## src/core/mem_bus_pkg.sv

```systemverilog
// Purpose: Shared types and constants for the external memory bus sequencer
// Assumes: One bus clock; pins active low where named _n
// Notes: Timing counts are in bus clock periods
package mem_bus_pkg;
  localparam int unsigned ADDR_W = 24;
  localparam int unsigned DATA_W = 16;
  localparam int unsigned BYTE_W = 8;
  localparam int unsigned IRQ_W = 4;
  localparam int unsigned TOP_BIT = 23;
  localparam int unsigned CLK_PERIOD_NS = 100;
  localparam int unsigned RESET_MIN_PERIODS = 5;
  localparam logic [3:0] RESET_MIN_CYCLES = 4'h5;

  typedef enum logic [1:0] {
    KIND_READ,
    KIND_WRITE,
    KIND_FETCH,
    KIND_REFRESH
  } bus_kind_e;

  typedef enum logic [2:0] {
    ST_IDLE,
    ST_T1,
    ST_T2,
    ST_T3,
    ST_T4
  } bus_state_e;

  // Request from the core
  typedef struct packed {
    logic valid;
    bus_kind_e kind;
    logic int_ack;
    logic [ADDR_W-1:0] addr;
    logic word;
    logic [DATA_W-1:0] wdata;
  } bus_req_s;

  // Chip select configuration
  typedef struct packed {
    logic [ADDR_W-1:0] rom_base;
    logic [ADDR_W-1:0] rom_mask;
    logic rom_byte;
    logic [ADDR_W-1:0] ram_base;
    logic [ADDR_W-1:0] ram_mask;
    logic ram_byte;
    logic ram_high_en;
  } cs_cfg_s;

  localparam logic [ADDR_W-1:0] ROM_BASE_RST = 24'h000000;
  localparam logic [ADDR_W-1:0] ROM_MASK_RST = 24'h800000;
  localparam logic [ADDR_W-1:0] RAM_BASE_RST = 24'h800000;
  localparam logic [ADDR_W-1:0] RAM_MASK_RST = 24'h800000;
endpackage

```

## src/core/mem_bus_ctrl.sv

```systemverilog
// Purpose: External memory bus sequencer with strobes, chip selects and byte sizing
// Assumes: All inputs except arst_n synchronous to sys_clk, which is the bus clock
// Notes: One transaction at a time; wait is sampled in T3
`timescale 1ns/1ps
module mem_bus_ctrl #(
  parameter int unsigned ADDR_W = mem_bus_pkg::ADDR_W,
  parameter int unsigned DATA_W = mem_bus_pkg::DATA_W
) (
  input wire logic sys_clk,
  input wire logic arst_n,
  input wire mem_bus_pkg::bus_req_s req,
  output logic req_ready,
  output logic done,
  output logic [DATA_W-1:0] rdata,
  input wire mem_bus_pkg::cs_cfg_s cfg,
  input wire logic cfg_load,
  output mem_bus_pkg::cs_cfg_s cfg_now,
  output logic [ADDR_W-1:0] addr,
  output logic [DATA_W-1:0] data_out,
  output logic data_oe,
  input wire logic [DATA_W-1:0] data_in,
  output logic fetch_cycle_marker_n,
  output logic mem_read_strobe_n,
  output logic mem_write_strobe_n,
  output logic high_lane_enable_n,
  output logic low_lane_enable_n,
  output logic timing_ref_a_n,
  output logic timing_ref_column_n,
  output logic timing_ref_row_n,
  output logic rom_select_n,
  output logic ram_select_low_n,
  output logic ram_select_high_n,
  output logic ram_high_pin_is_cs,
  input wire logic byte_size_line_in,
  output logic byte_size_line_oe,
  output logic byte_size_line_out,
  input wire logic wait_n,
  input wire logic nmi_n,
  input wire logic [mem_bus_pkg::IRQ_W-1:0] maskable_irq_inputs,
  input wire logic [mem_bus_pkg::IRQ_W-1:0] irq_enable,
  input wire logic irq_taken,
  output logic irq_pending,
  output logic irq_is_nmi,
  output logic [1:0] irq_index
);

  // ----------------------------------------------------------------
  // State
  // ----------------------------------------------------------------
  typedef struct packed {
    mem_bus_pkg::bus_state_e st;
    mem_bus_pkg::bus_kind_e kind;
    logic int_ack;
    logic [ADDR_W-1:0] addr;
    logic word;
    logic second;
    logic [DATA_W-1:0] wdata;
    logic [DATA_W-1:0] rdata;
    logic done;
    logic rd_n;
    logic wr_n;
    logic mi_n;
    logic hen_n;
    logic len_n;
    logic ra_n;
    logic rc_n;
    logic rr_n;
    logic [DATA_W-1:0] dout;
    logic doe;
    mem_bus_pkg::cs_cfg_s cfg;
    logic nmi_prev;
    logic nmi_flag;
  } state_s;

  state_s s_q;
  state_s s_d;

  // Range match used by both decoders and sizing
  function automatic logic in_range(input logic [ADDR_W-1:0] a,
                                    input logic [ADDR_W-1:0] base,
                                    input logic [ADDR_W-1:0] mask);
    in_range = ((a ^ base) & mask) == '0;
  endfunction

  logic rom_hit;
  logic ram_hit;
  logic byte_forced;
  logic mem_cycle;
  logic lane_odd;

  always_comb
  begin
    rom_hit = in_range(s_q.addr, s_q.cfg.rom_base, s_q.cfg.rom_mask);
    ram_hit = !rom_hit && in_range(s_q.addr, s_q.cfg.ram_base, s_q.cfg.ram_mask);
    mem_cycle = (s_q.st != mem_bus_pkg::ST_IDLE) && (s_q.kind != mem_bus_pkg::KIND_REFRESH);
    lane_odd = s_q.addr[0];
    // decoder pulls sizing low in its range when its byte bit is set
    byte_forced = mem_cycle && ((rom_hit && s_q.cfg.rom_byte) || (ram_hit && s_q.cfg.ram_byte));
  end

  // ----------------------------------------------------------------
  // Sequencer
  // ----------------------------------------------------------------
  always_comb
  begin
    s_d = s_q;
    s_d.done = 1'b0;
    if (cfg_load)
    begin
      s_d.cfg = cfg;
    end
    // falling edge of NMI is latched
    s_d.nmi_prev = nmi_n;
    if (s_q.nmi_prev && !nmi_n)
    begin
      s_d.nmi_flag = 1'b1;
    end
    else if (irq_taken && irq_is_nmi)
    begin
      s_d.nmi_flag = 1'b0;
    end
    unique case (s_q.st)
      mem_bus_pkg::ST_IDLE:
      begin
        if (req.valid)
        begin
          s_d.st = mem_bus_pkg::ST_T1;
          s_d.kind = req.kind;
          s_d.int_ack = req.int_ack;
          s_d.addr = req.addr;
          s_d.word = req.word;
          s_d.second = 1'b0;
          s_d.wdata = req.wdata;
          s_d.mi_n = !(req.kind == mem_bus_pkg::KIND_FETCH || req.int_ack);
          s_d.len_n = !(req.word || !req.addr[0] || req.kind == mem_bus_pkg::KIND_REFRESH);
          s_d.hen_n = !(req.word || req.addr[0] || req.kind == mem_bus_pkg::KIND_REFRESH);
          if (req.kind == mem_bus_pkg::KIND_WRITE)
          begin
            // even byte low lane, odd byte high lane
            s_d.dout = req.word ? req.wdata : (req.addr[0] ? {req.wdata[7:0], 8'h00}
                                                          : {8'h00, req.wdata[7:0]});
            s_d.doe = 1'b1;
          end
        end
      end
      mem_bus_pkg::ST_T1:
      begin
        s_d.st = mem_bus_pkg::ST_T2;
        // read strobe from end of T1
        s_d.rd_n = !(s_q.kind == mem_bus_pkg::KIND_READ || s_q.kind == mem_bus_pkg::KIND_FETCH);
        // row reference from end of T1
        s_d.rr_n = 1'b0;
      end
      mem_bus_pkg::ST_T2:
      begin
        s_d.st = mem_bus_pkg::ST_T3;
        // write strobe from end of T2
        s_d.wr_n = !(s_q.kind == mem_bus_pkg::KIND_WRITE);
        // reference A from end of T2
        s_d.ra_n = 1'b0;
      end
      mem_bus_pkg::ST_T3:
      begin
        // hold T3 while wait is low
        if (wait_n)
        begin
          s_d.st = mem_bus_pkg::ST_T4;
          // column reference from end of T3
          s_d.rc_n = 1'b0;
        end
      end
      mem_bus_pkg::ST_T4:
      begin
        // strobes released at end of T4
        s_d.rd_n = 1'b1;
        s_d.wr_n = 1'b1;
        s_d.ra_n = 1'b1;
        s_d.rc_n = 1'b1;
        s_d.rr_n = 1'b1;
        s_d.hen_n = 1'b1;
        s_d.len_n = 1'b1;
        s_d.mi_n = 1'b1;
        s_d.doe = 1'b0;
        s_d.st = mem_bus_pkg::ST_IDLE;
        // word access to byte memory moves low lane only
        if (s_q.word && byte_forced && !byte_size_line_in)
        begin
          if (!s_q.second)
          begin
            s_d.rdata[7:0] = data_in[7:0];
            // extra low-lane transaction for the odd byte
            s_d.second = 1'b1;
            s_d.addr = s_q.addr | {{(ADDR_W-1){1'b0}}, 1'b1};
            s_d.st = mem_bus_pkg::ST_T1;
            s_d.len_n = 1'b0;
            s_d.mi_n = s_q.mi_n;
            s_d.dout = {8'h00, s_q.wdata[15:8]};
            s_d.doe = s_q.kind == mem_bus_pkg::KIND_WRITE;
          end
        end
        else if (s_q.word && !s_q.second && !byte_size_line_in)
        begin
          s_d.rdata[7:0] = data_in[7:0];
          s_d.second = 1'b1;
          s_d.addr = s_q.addr | {{(ADDR_W-1){1'b0}}, 1'b1};
          s_d.st = mem_bus_pkg::ST_T1;
          s_d.len_n = 1'b0;
          s_d.mi_n = s_q.mi_n;
          s_d.dout = {8'h00, s_q.wdata[15:8]};
          s_d.doe = s_q.kind == mem_bus_pkg::KIND_WRITE;
        end
        if (s_d.st == mem_bus_pkg::ST_IDLE)
        begin
          s_d.done = 1'b1;
          if (s_q.second)
          begin
            s_d.rdata[15:8] = data_in[7:0];
          end
          else if (s_q.word)
          begin
            s_d.rdata = data_in;
          end
          else
          begin
            // odd byte comes from high lane
            s_d.rdata = {8'h00, lane_odd ? data_in[15:8] : data_in[7:0]};
          end
        end
      end
    endcase
  end

  always_ff @(posedge sys_clk or negedge arst_n)
  begin
    if (!arst_n)
    begin
      s_q <= '0;
      s_q.st <= mem_bus_pkg::ST_IDLE;
      s_q.rd_n <= 1'b1;
      s_q.wr_n <= 1'b1;
      s_q.mi_n <= 1'b1;
      s_q.hen_n <= 1'b1;
      s_q.len_n <= 1'b1;
      s_q.ra_n <= 1'b1;
      s_q.rc_n <= 1'b1;
      s_q.rr_n <= 1'b1;
      s_q.nmi_prev <= 1'b1;
      // ROM covers top address bit zero, byte sized
      s_q.cfg.rom_base <= mem_bus_pkg::ROM_BASE_RST;
      s_q.cfg.rom_mask <= mem_bus_pkg::ROM_MASK_RST;
      s_q.cfg.rom_byte <= 1'b1;
      // RAM low select byte sized, high pin stays a port
      s_q.cfg.ram_base <= mem_bus_pkg::RAM_BASE_RST;
      s_q.cfg.ram_mask <= mem_bus_pkg::RAM_MASK_RST;
      s_q.cfg.ram_byte <= 1'b1;
      s_q.cfg.ram_high_en <= 1'b0;
    end
    else
    begin
      s_q <= s_d;
    end
  end

  // ----------------------------------------------------------------
  // Outputs
  // ----------------------------------------------------------------
  // no return-opcode decode; chained peripherals clear in-service themselves
  always_comb
  begin
    irq_is_nmi = s_q.nmi_flag;
    irq_index = 2'h0;
    irq_pending = 1'b0;
    if (s_q.nmi_flag)
    begin
      irq_pending = 1'b1;
    end
    else
    begin
      for (int i = mem_bus_pkg::IRQ_W - 1; i >= 0; i--)
      begin
        if (maskable_irq_inputs[i] && irq_enable[i])
        begin
          irq_pending = 1'b1;
          irq_index = 2'(i);
        end
      end
    end
  end

  assign req_ready = s_q.st == mem_bus_pkg::ST_IDLE;
  assign done = s_q.done;
  assign rdata = s_q.rdata;
  assign cfg_now = s_q.cfg;
  assign addr = s_q.addr;
  assign data_out = s_q.dout;
  assign data_oe = s_q.doe;
  assign fetch_cycle_marker_n = s_q.mi_n;
  assign mem_read_strobe_n = s_q.rd_n;
  assign mem_write_strobe_n = s_q.wr_n;
  assign high_lane_enable_n = s_q.hen_n;
  assign low_lane_enable_n = s_q.len_n;
  assign timing_ref_a_n = s_q.ra_n;
  assign timing_ref_column_n = s_q.rc_n;
  assign timing_ref_row_n = s_q.rr_n;
  assign byte_size_line_oe = byte_forced;
  assign byte_size_line_out = 1'b0;
  assign ram_high_pin_is_cs = s_q.cfg.ram_high_en;
  // word RAM selects gated by lane enables
  assign rom_select_n = !(mem_cycle && rom_hit);
  assign ram_select_low_n = !(mem_cycle && ram_hit &&
                              (s_q.cfg.ram_byte || !s_q.len_n));
  assign ram_select_high_n = !(mem_cycle && ram_hit && s_q.cfg.ram_high_en &&
                               !s_q.cfg.ram_byte && !s_q.hen_n);

endmodule

```

## config.mk

```make
export PLATFORM = sky130hd
export DESIGN_NAME = mem_bus_ctrl
export DESIGN_NICKNAME = d
export VERILOG_FILES = /design/src/core/mem_bus_pkg.sv /design/src/core/mem_bus_ctrl.sv
export SDC_FILE = /design/constraint.sdc
export NUM_CORES = 1
export LEC_CHECK = 0
export BUFFER_PORTS_ARGS = -buffer_cell sky130_fd_sc_hd__buf_2
export CORE_ASPECT_RATIO = 0.6
export CORE_MARGIN = 5
export CORE_UTILIZATION = 54
export CTS_CLUSTER_SIZE = 24
export DETAILED_ROUTE_END_ITERATION = 8
export HOLD_SLACK_MARGIN = 0.1
export PLACE_DENSITY = 0.91
export SLEW_MARGIN = 10
export SYNTH_ARGS = -nofsm -noshare
export SYNTH_HDL_FRONTEND = slang
export SYNTH_SLANG_ARGS = --single-unit
```

## constraint.sdc

```tcl
create_clock -name sys_clk -period 3.8 [get_ports sys_clk]
set_input_delay 0.19 -clock sys_clk [delete_from_list [all_inputs] [get_ports sys_clk]]
set_output_delay 0.19 -clock sys_clk [all_outputs]
set_load 0.005 [all_outputs]
```

## Word level (Yosys, flattened, before mapping)

Index checks and enable logic that the tools add are counted.

- Register bits: 191
- Input bits: 175
- Output and inout bits: 176
- Word-level logic and storage cells: 176

- Equality and inequality tests: 17
- Mux-type cells: 57
- Bitwise logic cells: 5
- Reduce and logical (&&, ||, !) cells: 67

Operator list:

| operator | count |
|---|---|
| 2-to-1 mux 17 bit | 5 |
| bitwise AND 24 bit | 2 |
| logical NOT 24 bit | 2 |
| 2-to-1 mux 16 bit | 3 |
| 2-to-1 mux 48 bit | 1 |
| 2-to-1 mux 8 bit | 6 |
| one-hot mux 24 bit (2 select lines) | 1 |
| XOR 24 bit | 2 |
| one-hot mux 17 bit (2 select lines) | 1 |
| 2-to-1 mux 24 bit | 1 |
| logical AND 1 bit | 21 |
| 2-to-1 mux 1 bit | 21 |
| logical NOT 1 bit | 16 |
| one-hot mux 3 bit (5 select lines) | 1 |
| 2-to-1 mux 3 bit | 4 |
| != test 3 bit, second input constant | 4 |
| one-hot mux 1 bit (2 select lines) | 6 |
| 2-to-1 mux 2 bit | 5 |
| AND reduction 2 bit | 5 |
| nonzero test 2 bit | 5 |
| 2-to-1 mux 9 bit | 1 |
| AND reduction 3 bit | 3 |
| logical OR 1 bit | 8 |
| AND reduction 4 bit | 2 |
| other kinds (13) | 20 |

## Depth between registers and ports, before layout

- Depth in word-level cells: 15
- Gate-level depth with buffers: 7
- Depth with buffers taken out: 5

## Worst setup path after synthesis

Ideal clock, no wire load.

- Kind: flip-flop to output port
- From: register s_q, in the netlist addr[20]
- To: output port ram_select_low_n
- Data arrival time: 1.317 ns
- Data required time: 3.610 ns
- Path slack: 2.293 ns
- Cell stages (with the launch flop): 5
- Buffers on the path: 0
- Cells stage by stage: dfrtp_1 -> xor2_1 -> a222oi_1 -> nor3b_1 -> o2111ai_1

- Longest elaborated chain between the ends: 8
- Elaborated cells between the ends (all ways): 11
- Classes of those cells: 4 x bitwise; 7 x reduce/logical

RTL lines:

| element | line | source |
|---|---|---|
| from (decl) | mem_bus_ctrl.sv:75 | `state_s s_q;` |
| XOR 24 bit | mem_bus_ctrl.sv:82 | `in_range = ((a ^ base) & mask) == '0;` |
| bitwise AND 24 bit | mem_bus_ctrl.sv:82 |  |
| logical NOT 24 bit | mem_bus_ctrl.sv:82 |  |
| logical NOT 1 bit | mem_bus_ctrl.sv:94 | `ram_hit = !rom_hit && in_range(s_q.addr, s_q.cfg.ram_base, s_q.cfg.ram_mask);` |
| logical AND 1 bit * | mem_bus_ctrl.sv:94 |  |
| logical AND 1 bit * (2 in series) | mem_bus_ctrl.sv:310 | `assign ram_select_low_n = !(mem_cycle && ram_hit &&` |
| logical NOT 1 bit * | mem_bus_ctrl.sv:310 |  |
| to (decl) | mem_bus_ctrl.sv:31 | `output logic ram_select_low_n,` |

Mark *: on every way between the ends. The rest lies on a longest branch, timed or not.

## Worst setup path after layout

- From: register s_q, in the netlist addr[7]
- To: output port ram_select_low_n

The elaborated chain is that of the path after synthesis.

==> out/results.ini <==
[outcome]
status=finished clean

[setup_path]
crit_fanout=4
cp-end-kind=output pin
cp-start-kind=flop
crit_family=compound AO/OA/AOI/OAI gates
cp.required_ps=3610
path_cells=xor2_1 -> a222oi_1 -> nor3b_1 -> o2111ai_1 -> buf_2
reg2reg_slack_ps=1180
crit_type=flop to output pin
cpPeakStageDelay_ps=600
critPathSlowestCell=nor3b_1
path_buf_inv=1
cp.arrival_ps=2690

[yosys]
ys_seq_elements=182
netlist_area_um2=9210
synth_cells=852
synthesis.nets=1027
netlist-cell-type-count=42
synth-seq-area-share_pct=49.6
synth_warnings=0
synth_area_per_cell_um2=10.8

[timing]
fmax_ghz=0.348
period_share_pct=75.7
rsz0062_at_grt=false
fin_tns_setup_ps=0
setup_violations=0
tightest_slew_ps=1120
hold_viol=0
fin_hold_ws_ps=111
relSlewSlack_pct=25.6
slew_violations=0
period_minus_slack_ps=2880
skew_ps=7.13

[grt]
grt_pass1_vias=8463
antenna_found_initial=2
grt_start_max_net_pins=101
gr-usage-all-layers_pct=32.0
grt_first_pass_wirelength_mm=48.5
gr-total-overflow=0

[clock_tree]
h-tree-depth=4
clk_transition_reported_paths_ps=70
clock-sinks=182
clkLatencyLatePin_ps=420
cts-root-buf=clkbuf_16
cts_buffer_depth=2
cts_buffers=17
tritoncts=yes
postCtsSetupBuffers=0

[floorplan]
rows=37
io_pins=351
die_area_um2=19900
die_y_um=111
die-width_um=179
start_util_pct=54.4
core_area_um2=16900

[routing]
drtPass1Iterations=8
totalWireLength_mm=32.4
drt_iter0_markers=809
wire_per_inst_um=22.3
routed_via_density=5.55
remaining_drc_errors=0
vias=8054
ant_nets=0

[place]
gp_congestion=0.895
place_area_um2=9950
place.port_buffers=349
dp_cells=1251
dp_hpwl_mm=20.7

[power]
peakVddDrop_uv=370
power.density_nw_per_um2=595
power_leakage_nw=6.01

[final_layout]
stdcell_count=1450
nNetsFinal=1376
fin_area_um2=12200
layout-drive-gt1-share_pct=41.8
syn_to_final_growth_pct=32.6

[hold_path]
hold_class=input pin to flop

[job]
drv_cap=0

-- final cells by class --
class	count	area (µm²)
Fill cell	1112	4730
Sequential cell	182	4570
Timing Repair Buffer	519	3450
Multi-Input combinational cell	472	3250
Clock buffer	18	439
Tap cell	234	293
Clock inverter	14	174
Inverter	9	33.8
Antenna cell	2	5.00
-- per-layer routing --
layer	up-vias	track usage (%)	share of wire (%)
met5	-	0	0
li1	3416	-	-
met4	0	13.2	4.0
met1	3884	41.1	39
met3	136	9.54	10
met2	618	50.6	47
-- cells by family (layout without fill, tap and decap cells) --
group,after synthesis,in the layout,synth area share (%)
flip-flops,182,182,49.6
other,1,3,0.0407
adder cells (fa/ha/maj),1,1,0.109
XOR/XNOR,48,48,4.56
buffers and inverters,198,560,15.1
AO/OA/AOI/OAI,111,111,7.47
multiplexers,107,107,13.0
AND/OR/NAND/NOR,204,204,10.1
-- Yosys cell counts, drive strengths merged --
cell type | n | share of area, %
inv | 9 | 0.37
nor3 | 9 | 0.61
o22ai | 2 | 0.14
nand4 | 4 | 0.43
and4 | 4 | 0.38
o31ai | 1 | 0.082
clkbuf | 14 | 0.58
buf | 175 | 14
nand3 | 4 | 0.22
a32o | 1 | 0.11
a22oi | 38 | 3.1
nor2 | 34 | 1.6
dfstp | 14 | 4.0
o2111ai | 1 | 0.095
dfrtp | 168 | 46
a211oi | 1 | 0.082
nand2 | 135 | 5.7
mux2 | 99 | 12
o22a | 4 | 0.38
and2 | 2 | 0.14
a31oi | 1 | 0.068
maj3 | 1 | 0.11
nor2b | 3 | 0.20
nand2b | 3 | 0.20
a21oi | 37 | 2.0
mux2i | 8 | 0.87
o21ai | 24 | 1.3
nor3b | 6 | 0.67
xor2 | 48 | 4.6
conb | 1 | 0.041
a222oi | 1 | 0.11
-- worst register-to-register path: stages (launching register included) --
cell and delay, ps:
dfrtp_1 620, nor2b_1 880, mux2i_1 290, dlygate4sd3_1 600, a21oi_1 90
-- repair_timing --
| item | in CTS | in global routing |
|---|---|---|
| endpoints found under the setup margin | 0 | 0 |
| resized for setup | 0 | 0 |
| hold endpoints to repair | 258 | 0 |
| hold buffers | 165 | 0 |
-- per-stage QoR --
stage	total power, W	util [%]	setup WS, ps
final	0.00727	72.1	924
after global routing	0.00762	72.1	949
after CTS	0.00714	72.1	1020
after detailed placement	0.00512	58.7	1490
after global placement	0.00503	58.7	1600
after floorplan	0.00455	-	2290
-- power by group --
group          internal (W)  total (W)  switching [W]
registers           0.00246    0.00318       0.000716
logic               0.00107    0.00223        0.00116
clock network       0.00106    0.00186       0.000792
total               0.00460    0.00727        0.00267
-- worst paths after layout --
path / startpoint / endpoint / cells after the start
min in group asynchronous: arst_n / cfg_now[45]$_DFFE_PN0P_ / 2
max: addr[7]$_DFFE_PN0P_ / ram_select_low_n / 5
max in group asynchronous: arst_n / cfg_now[30]$_DFFE_PN0P_ / 3
max reg2reg: addr[0]$_DFFE_PN0P_ / rdata[4]$_DFFE_PN0P_ / 4
min: data_in[1] / rdata[1]$_DFFE_PN0P_ / 3
min reg2reg: s_q[152]$_DFFE_PN0P_ / s_q[152]$_DFFE_PN0P_ / 2
-- placed cells by master, fill, tap and decap left out, types with 2 or more instances in the layout --
cell type,n
inv_1,9
mux2_2,99
nand4_1,3
a22oi_1,38
clkinv_4,3
nor2_4,3
bufinv_16,3
buf_4,6
mux2i_1,8
inv_6,3
xor2_1,48
nand2_4,2
and4_1,4
nor2b_1,3
dlygate4sd3_1,165
clkinv_2,4
o22a_1,4
buf_2,347
and2_1,2
nor3b_1,4
nand2_1,133
dfrtp_1,168
clkbuf_16,17
nand3_1,4
nor2_1,31
a21oi_1,37
o21ai_1,8
o22ai_1,2
nand2b_1,3
nor3_1,8
dfstp_2,14
o21ai_0,16
diode_2,2
clkbuf_8,2
-- registers in the layout (all words and copies together), names as in the netlist, 16 cells and up --
signal,count
s_q,16
rdata,16
data_out,16
cfg_now,98
addr,24
Power figures use the tool's default switching activity.
